==> src/eiix_pkg.sv <==
// package: encodings, address constants and field layout for the
// extended indexed instruction executor.
// assumes: 8-bit core, 12-bit data address space, 16-bit opcodes.
//
// How it works
// - two-word indexed move, offsets plus stack pointer
// - both move addresses span full data space
// - indirect register as move source reads zero
// - indirect register as move destination: no-op
// - push literal at pointer, then decrement pointer
// - subtract 6-bit literal from selected pointer
// - select 11: subtract from stack pointer, return
// - subtract-and-return takes two cycles, second idle
// - extension enable also enables indexed addressing
// - disabled: access bank or bank-select address
// - enabled, access 0, file <= 5fh: pointer-relative
// - larger file addresses resolve as standard
// - pointer zero restores legacy access bank map
// - indexed form treats access bit as zero
// - destination-select bit keeps standard meaning
// - config bit defaults zero, extension disabled
package eiix_pkg;

    localparam int ADDR_W = 12;
    localparam int DATA_W = 8;
    localparam int OPC_W  = 16;

    // opcode high bytes
    localparam logic [7:0] OPC_MOVE_IDX_HI = 8'heb;
    localparam logic [7:0] OPC_PUSH_LIT_HI = 8'hfa;
    localparam logic [7:0] OPC_SUB_PTR_HI  = 8'he9;
    localparam logic [3:0] OPC_SECOND_NIB  = 4'hf;
    localparam int         MOVE_FLAG_BIT   = 7;

    // field layout
    localparam int OFS7_W     = 7;
    localparam int LIT6_W     = 6;
    localparam int PSEL_LSB   = 6;
    localparam logic [1:0] PSEL_RETURN = 2'h3;
    localparam int ACCESS_BIT = 8;
    localparam int DEST_BIT   = 9;
    localparam int FILE_W     = 8;

    // addressing
    localparam logic [7:0] IDX_LIMIT       = 8'h5f;
    localparam logic [7:0] ACCESS_SPLIT    = 8'h60;
    localparam logic [3:0] SFR_BANK        = 4'hf;
    localparam logic [3:0] ACCESS_LOW_BANK = 4'h0;
    localparam logic [ADDR_W-1:0] STACK_PTR_RESET = 12'h000;

    // indirect operand registers (three pointers, five ports each)
    localparam logic [ADDR_W-1:0] INDF0_ADDR = 12'hfef;
    localparam logic [ADDR_W-1:0] INDF1_ADDR = 12'hfe7;
    localparam logic [ADDR_W-1:0] INDF2_ADDR = 12'hfdf;
    localparam int IND_PORTS = 5;

    localparam logic [0:0] EXT_ENABLE_DEFAULT = 1'h0;

    typedef enum logic [1:0] {
        EIIX_IDLE,
        EIIX_MOVE_DST,
        EIIX_RET_NOP
    } eiix_state_t;

endpackage
==> src/eiix_addr_resolve.sv <==
// module: resolves an operand address for standard byte/bit opcodes,
// with or without indexed literal offset addressing.
// assumes: combinational use by the executor; bank select supplied.
module eiix_addr_resolve (
    // opcode fields
    input  wire logic [7:0]  i_file,
    input  wire logic        i_access,
    // core state
    input  wire logic        i_ext_en,
    input  wire logic [3:0]  i_bank_select_register,
    input  wire logic [11:0] i_software_stack_pointer,
    // result
    output logic      [11:0] o_addr,
    output logic             o_indexed
);
    always_comb begin
        o_indexed = 1'b0;
        if (!i_access && i_ext_en && i_file <= eiix_pkg::IDX_LIMIT) begin
            o_indexed = 1'b1;
            // pointer zero gives file itself, the legacy low bank
            o_addr = i_software_stack_pointer + {4'h0, i_file};
        end else if (!i_access) begin
            o_addr = (i_file < eiix_pkg::ACCESS_SPLIT)
                   ? {eiix_pkg::ACCESS_LOW_BANK, i_file}
                   : {eiix_pkg::SFR_BANK, i_file};
        end else begin
            o_addr = {i_bank_select_register, i_file};
        end
    end
endmodule

==> src/eiix_exec.sv <==
// module: executes the indexed move, literal push, pointer subtract
// and subtract-and-return, and resolves standard operand addresses.
// assumes: one opcode per instruction cycle, given with i_instr_valid;
// data memory reads return in the same cycle (combinational).
module eiix_exec (
    // clock and reset
    input  wire logic        i_clk,
    input  wire logic        i_rst_b,
    // configuration
    input  wire logic        i_extension_enable_config_bit,
    // instruction stream
    input  wire logic        i_instr_valid,
    input  wire logic [15:0] i_opcode,
    // core state
    input  wire logic [3:0]  i_bank_select_register,
    input  wire logic [20:0] i_return_stack_top,
    input  wire logic [7:0]  i_mem_rdata,
    // standard operand resolution
    output logic      [11:0] o_std_addr,
    output logic             o_std_indexed,
    output logic             o_std_dest_file,
    // data memory
    output logic      [11:0] o_mem_raddr,
    output logic             o_mem_we,
    output logic      [11:0] o_mem_waddr,
    output logic      [7:0]  o_mem_wdata,
    // pointers and flow
    output logic      [11:0] o_ptr0,
    output logic      [11:0] o_ptr1,
    output logic      [11:0] o_software_stack_pointer,
    output logic             o_pc_load,
    output logic      [20:0] o_pc_value,
    output logic             o_busy,
    output logic             o_ext_en
);
    logic [1:0] rst_sync_q;
    logic       rst_b;
    logic       ext_en_q, ext_en_d, ext_latched_q;
    eiix_pkg::eiix_state_t state_q, state_d;
    logic [11:0] ptr_q [3], ptr_d [3];
    logic [7:0]  move_data_q, move_data_d;
    logic        we_q, we_d;
    logic [11:0] waddr_q, waddr_d;
    logic [7:0]  wdata_q, wdata_d;
    logic        pcl_q, pcl_d;
    logic [20:0] pcv_q, pcv_d;
    logic [11:0] src_addr, dst_addr;
    logic        src_ind, dst_ind;
    logic [1:0]  psel;
    logic [11:0] lit6;

    // ---------------------------------------------------------------
    // reset release
    // ---------------------------------------------------------------
    always_ff @(posedge i_clk or negedge i_rst_b) begin
        if (!i_rst_b) begin
            rst_sync_q <= 2'h0;
        end else begin
            rst_sync_q <= {rst_sync_q[0], 1'b1};
        end
    end
    assign rst_b = rst_sync_q[1];

    // ---------------------------------------------------------------
    // standard operand address
    // ---------------------------------------------------------------
    eiix_addr_resolve u_resolve (
        .i_file                   (i_opcode[eiix_pkg::FILE_W-1:0]),
        .i_access                 (i_opcode[eiix_pkg::ACCESS_BIT]),
        .i_ext_en                 (ext_en_q),
        .i_bank_select_register   (i_bank_select_register),
        .i_software_stack_pointer (ptr_q[2]),
        .o_addr                   (o_std_addr),
        .o_indexed                (o_std_indexed)
    );
    assign o_std_dest_file = i_opcode[eiix_pkg::DEST_BIT];

    // ---------------------------------------------------------------
    // indexed move address and indirect detection
    // ---------------------------------------------------------------
    function automatic logic is_indirect(input logic [11:0] a);
        logic hit;
        hit = 1'b0;
        for (int i = 0; i < eiix_pkg::IND_PORTS; i++) begin
            if (a == eiix_pkg::INDF0_ADDR - 12'(i) ||
                a == eiix_pkg::INDF1_ADDR - 12'(i) ||
                a == eiix_pkg::INDF2_ADDR - 12'(i)) begin
                hit = 1'b1;
            end
        end
        return hit;
    endfunction

    // full 12-bit space, carry dropped
    assign src_addr = ptr_q[2] + {5'h00, i_opcode[eiix_pkg::OFS7_W-1:0]};
    assign dst_addr = ptr_q[2] + {5'h00, i_opcode[eiix_pkg::OFS7_W-1:0]};
    assign src_ind  = is_indirect(src_addr);
    assign dst_ind  = is_indirect(dst_addr);
    assign psel     = i_opcode[eiix_pkg::PSEL_LSB +: 2];
    assign lit6     = {6'h00, i_opcode[eiix_pkg::LIT6_W-1:0]};
    assign o_mem_raddr = src_addr;

    // ---------------------------------------------------------------
    // extension enable, caught once after reset release
    // ---------------------------------------------------------------
    always_comb begin
        ext_en_d = ext_en_q;
        if (!ext_latched_q) begin
            ext_en_d = i_extension_enable_config_bit;
        end
    end

    always_ff @(posedge i_clk or negedge rst_b) begin
        if (!rst_b) begin
            ext_en_q      <= eiix_pkg::EXT_ENABLE_DEFAULT;
            ext_latched_q <= 1'b0;
        end else begin
            ext_en_q      <= ext_en_d;
            ext_latched_q <= 1'b1;
        end
    end

    // ---------------------------------------------------------------
    // executor
    // ---------------------------------------------------------------
    always_comb begin
        state_d     = state_q;
        ptr_d       = ptr_q;
        move_data_d = move_data_q;
        we_d        = 1'b0;
        waddr_d     = waddr_q;
        wdata_d     = wdata_q;
        pcl_d       = 1'b0;
        pcv_d       = pcv_q;
        case (state_q)
            eiix_pkg::EIIX_IDLE: begin
                if (i_instr_valid && ext_en_q) begin
                    if (i_opcode[15:8] == eiix_pkg::OPC_MOVE_IDX_HI &&
                        i_opcode[eiix_pkg::MOVE_FLAG_BIT]) begin
                        move_data_d = src_ind ? 8'h00 : i_mem_rdata;
                        state_d     = eiix_pkg::EIIX_MOVE_DST;
                    end else if (i_opcode[15:8] ==
                                 eiix_pkg::OPC_PUSH_LIT_HI) begin
                        we_d     = 1'b1;
                        waddr_d  = ptr_q[2];
                        wdata_d  = i_opcode[7:0];
                        ptr_d[2] = ptr_q[2] - 12'h001;
                    end else if (i_opcode[15:8] ==
                                 eiix_pkg::OPC_SUB_PTR_HI) begin
                        if (psel == eiix_pkg::PSEL_RETURN) begin
                            ptr_d[2] = ptr_q[2] - lit6;
                            pcl_d    = 1'b1;
                            pcv_d    = i_return_stack_top;
                            state_d  = eiix_pkg::EIIX_RET_NOP;
                        end else begin
                            ptr_d[psel] = ptr_q[psel] - lit6;
                        end
                    end
                end
            end
            eiix_pkg::EIIX_MOVE_DST: begin
                if (i_instr_valid) begin
                    // software keeps pc low and return top out of reach
                    if (!dst_ind) begin
                        we_d    = 1'b1;
                        waddr_d = dst_addr;
                        wdata_d = move_data_q;
                    end
                    state_d = eiix_pkg::EIIX_IDLE;
                end
            end
            eiix_pkg::EIIX_RET_NOP: begin
                // flushed fetch cycle, nothing executes
                if (i_instr_valid) begin
                    state_d = eiix_pkg::EIIX_IDLE;
                end
            end
            default: begin
                state_d = eiix_pkg::EIIX_IDLE;
            end
        endcase
    end

    always_ff @(posedge i_clk or negedge rst_b) begin
        if (!rst_b) begin
            state_q     <= eiix_pkg::EIIX_IDLE;
            ptr_q[0]    <= eiix_pkg::STACK_PTR_RESET;
            ptr_q[1]    <= eiix_pkg::STACK_PTR_RESET;
            ptr_q[2]    <= eiix_pkg::STACK_PTR_RESET;
            move_data_q <= 8'h00;
            we_q        <= 1'b0;
            waddr_q     <= 12'h000;
            wdata_q     <= 8'h00;
            pcl_q       <= 1'b0;
            pcv_q       <= 21'h0;
        end else begin
            state_q     <= state_d;
            ptr_q       <= ptr_d;
            move_data_q <= move_data_d;
            we_q        <= we_d;
            waddr_q     <= waddr_d;
            wdata_q     <= wdata_d;
            pcl_q       <= pcl_d;
            pcv_q       <= pcv_d;
        end
    end

    assign o_mem_we    = we_q;
    assign o_mem_waddr = waddr_q;
    assign o_mem_wdata = wdata_q;
    assign o_ptr0      = ptr_q[0];
    assign o_ptr1      = ptr_q[1];
    assign o_software_stack_pointer = ptr_q[2];
    assign o_pc_load   = pcl_q;
    assign o_pc_value  = pcv_q;
    assign o_busy      = (state_q != eiix_pkg::EIIX_IDLE);
    assign o_ext_en    = ext_en_q;
endmodule

==> config.mk <==
export PLATFORM = sky130hd
export DESIGN_NAME = eiix_exec
export DESIGN_NICKNAME = d
export VERILOG_FILES = /design/src/eiix_pkg.sv /design/src/eiix_addr_resolve.sv /design/src/eiix_exec.sv
export SDC_FILE = /design/constraint.sdc
export NUM_CORES = 1
export LEC_CHECK = 0
export ABC_AREA = 1
export ABC_CLOCK_PERIOD_IN_PS = 7500
export BUFFER_PORTS_ARGS = -buffer_cell sky130_fd_sc_hd__clkbuf_2
export CAP_MARGIN = 20
export CORE_UTILIZATION = 45
export CTS_CLUSTER_DIAMETER = 50
export CTS_CLUSTER_SIZE = 28
export DETAILED_ROUTE_END_ITERATION = 6
export HOLD_SLACK_MARGIN = 0.02
export PLACE_DENSITY = 0.81
export REMOVE_ABC_BUFFERS = 1
export SYNTH_ARGS = -nofsm -noshare
export SYNTH_HDL_FRONTEND = slang
export SYNTH_SLANG_ARGS = --single-unit
==> constraint.sdc <==
create_clock -name i_clk -period 7.5 [get_ports i_clk]
set_input_delay 0.375 -clock i_clk [delete_from_list [all_inputs] [get_ports i_clk]]
set_output_delay 0.375 -clock i_clk [all_outputs]
set_load 0.01 [all_outputs]
==> flow_metrics.tcl <==
set metrics [dict create \
    post-route-min-period_ps 3080 \
    route.antenna.remaining_nets 0 \
    r2r-start "o_software_stack_pointer[0]" \
    period_share_pct 41.1 \
    grt_pass1_vias 5956 \
    grt.total_usage_pct 26.0 \
    post_cts.repair.setup_buffers 0 \
    clockBufferDepth 2 \
    antenna_found_initial 0 \
    maxCapViolCount 0 \
    cp.arrival_ps 2710 \
    syn_avg_cell_area_sq_um 6.93 \
    core_area_sq_um 13300 \
    num_antenna_cells 0 \
    fp.dieH_um 119 \
    clkLatencyLatePin_ps 370 \
    async_flop_share_pct 100 \
    synth.cell_area_sq_um 6150 \
    grt_max_degree 51 \
    hold_class "in2reg" \
    yosysTopAreaCell "dfrtp_1" \
    max_freq_mhz 324 \
    cts-htree-levels 3 \
    intPower_mw 0.936 \
    crit_type "reg2out" \
    synth_top_area_share_pct 37.9 \
    finClkSkew_ps 10.0 \
    power_density_nw_per_um2 199 \
    switching_share_pct 35.9 \
    seqPwrFrac_pct 40.8 \
    dr.pass1.iters 6 \
    cts_tree "built" \
    synthCells 887 \
    pwr-share-clk_pct 30.9 \
    ys_seq_elements 93 \
    drive_gt1_share_pct 20.7 \
    drcViolationCount 0 \
    setup_tns_ps 0 \
    dp_hpwl_mm 13.5 \
    yosysUniqueCellTypes 41 \
    gr-total-overflow 0 \
    ys.flop_type "dfrtp_1" \
    hold_viol 0 \
    ys_top_cells_by_count "nand2_1 (338), dfrtp_1 (93), nand3_1 (82)" \
    place_ws_ps 4380 \
    rows 42 \
    cp-start-kind "flip-flop" \
    cts_sinks 93 \
    finalNetCount 1108 \
    cts-buffers-inserted 9 \
    worstPathRequired_ps 7120 \
    yosys-top-cells-area "dfrtp_1 (38%), nand2_1 (21%), nand3_1 (6.7%)" \
    rsz0062_at_grt "false" \
    vias 6304 \
    hold_start "i_return_stack_top[15]" \
    slew-limit-headroom_pct 40.4 \
    via_per_inst 5.21 \
    drt-wirelength-per-cell_um 14.7 \
    routed_wl_mm 17.8 \
    crit_path_start "o_software_stack_pointer[6]" \
    synth_edf_count 0 \
    die_w_um 119 \
    setup_slack_ps 4420 \
    combPwrFrac_pct 28.3 \
    cellLeakagePower_nw 4.07 \
    ys_seq_area_share_pct 37.9 \
    final_util_pct 55.1 \
    area_growth_pct 19.1 \
    drv_slew 0 \
    start_util_pct 46.2 \
    status "finished, final reports clean" \
    p_sw_mw 0.525 \
    path_clk_slew_ps 80 \
    design.die.area_sq_um 14100 \
    ir_drop_uv 112 \
    cp-end-kind "primary output" \
    gp_congestion 0.914 \
    setup_viol 0 \
    worst_pin_slew_ps 891 \
    yosysWarnings 0 \
    drtIter0Drc 562 \
    synth.most_common_cell "nand2_1" \
    path_max_fanout 13 \
    hold-worst-slack_ps 199 \
    io_pins 160 \
    grt_pass1_wl_mm 29.2 \
    cts-root-buf "clkbuf_16" \
    port_buffers 159 \
]
-- layout make-up --
| type | count | area, sq um |
|---|---|---|
| Fill cell | 1288 | 5970 |
| Timing Repair Buffer | 166 | 851 |
| Clock inverter | 7 | 62.6 |
| Inverter | 85 | 319 |
| Multi-Input combinational cell | 673 | 3310 |
| Sequential cell | 93 | 2330 |
| Tap cell | 176 | 220 |
| Clock buffer | 9 | 225 |
-- critical path, stage by stage, from the launching register on --
cell	delay (ps)
dfrtp_1	670
ha_1	380
nor2_1	150
nand2_1	90
inv_1	60
nand2_1	70
nand2_2	110
nand2_1	70
a21oi_1	180
nand2_1	100
o21ai_0	160
nand3_1	90
nand2_1	90
clkbuf_2	140
-- sequential cells by signal (all words and copies together), names as in the netlist, 2 cells and up --
| name | cells |
|---|---|
| move_data_q | 8 |
| o_mem_waddr | 12 |
| o_mem_wdata | 8 |
| o_pc_value | 21 |
| o_ptr0 | 12 |
| o_ptr1 | 12 |
| o_software_stack_pointer | 12 |
| rst_sync_q | 2 |
| state_q | 2 |
-- path summary, 6_finish.rpt --
check                                 endpoint  slack (ps)  cells past startpoint
worst max-delay path            o_std_addr[11]        4420                     13
worst min-delay path            o_pc_value[15]         200                      3
worst max register to register  o_mem_wdata[3]        4460                     11
worst min register to register      o_ptr1[11]         330                      0
max in group asynchronous       o_mem_waddr[2]        6110                      1
min in group asynchronous        rst_sync_q[1]         320                      2
-- cell families after synthesis --
family	Yosys count	share of synthesized area [%]
AND/OR/NAND/NOR	497	33.9
AO/OA/AOI/OAI	134	11.8
buffers and inverters	122	8.49
flip-flops	93	37.9
adder cells (fa/ha/maj)	27	5.86
XOR/XNOR	12	1.83
other	1	0.0610
multiplexers	1	0.183
-- power groups by stage --
stage / clock, mW / sequential [mW] / combinational [mW]
4_1_cts: 0.459 / 0.596 / 0.411
6_report: 0.451 / 0.596 / 0.413
2_1_floorplan: 0 / 0.623 / 0.232
5_1_grt: 0.476 / 0.602 / 0.465
3_5_place_dp: 0 / 0.605 / 0.408
3_3_place_gp: 0 / 0.605 / 0.398
-- metrics by stage --
step	power (mW)	std cells	instance area [sq um]
finish	1.46	1209	7320
detailed placement	1.01	1192	7020
CTS	1.47	1209	7320
global route	1.54	1209	7320
global placement	1.00	1192	7020
floorplan	0.856	851	5950
-- metal layers --
layer | track usage, % | part of all wire [%] | vias to the layer above
met4 | 9.34 | 2.0 | 0
met5 | 0 | 0 | -
li1 | - | - | 3144
met3 | 4.74 | 6.5 | 26
met1 | 35.4 | 46 | 2894
met2 | 41.4 | 46 | 240
-- cell usage in the layout (no fill, tap or decap), types with 2 or more instances in the layout --
cell type | Yosys | routed
ha_1 | 24 | 24
nor3_1 | 6 | 5
a21oi_1 | 30 | 30
clkbuf_16 | 0 | 9
inv_2 | 10 | 10
inv_6 | 0 | 4
inv_1 | 74 | 74
dfrtp_1 | 93 | 92
xor2_1 | 5 | 5
nand4_1 | 11 | 11
clkbuf_2 | 0 | 159
a21oi_2 | 2 | 2
nand3_1 | 82 | 82
a22oi_1 | 2 | 2
conb_1 | 1 | 2
o211ai_1 | 8 | 8
and2_1 | 2 | 2
xnor2_1 | 6 | 6
o22ai_1 | 4 | 4
fa_1 | 3 | 3
nand3_2 | 2 | 2
nor2_2 | 8 | 8
o21ai_1 | 17 | 17
nand2_2 | 4 | 4
buf_4 | 5 | 6
a31oi_1 | 4 | 4
nor2_1 | 38 | 38
o21ai_0 | 63 | 63
nand2_1 | 338 | 338
nand3b_1 | 3 | 3
-- what timing repair did --
action,in CTS,in global routing
hold buffers,1,0
hold endpoints to repair,2,0
setup endpoints to repair,0,0
gates resized for setup,0,0
No activity file was read; power rests on OpenSTA's default activity.
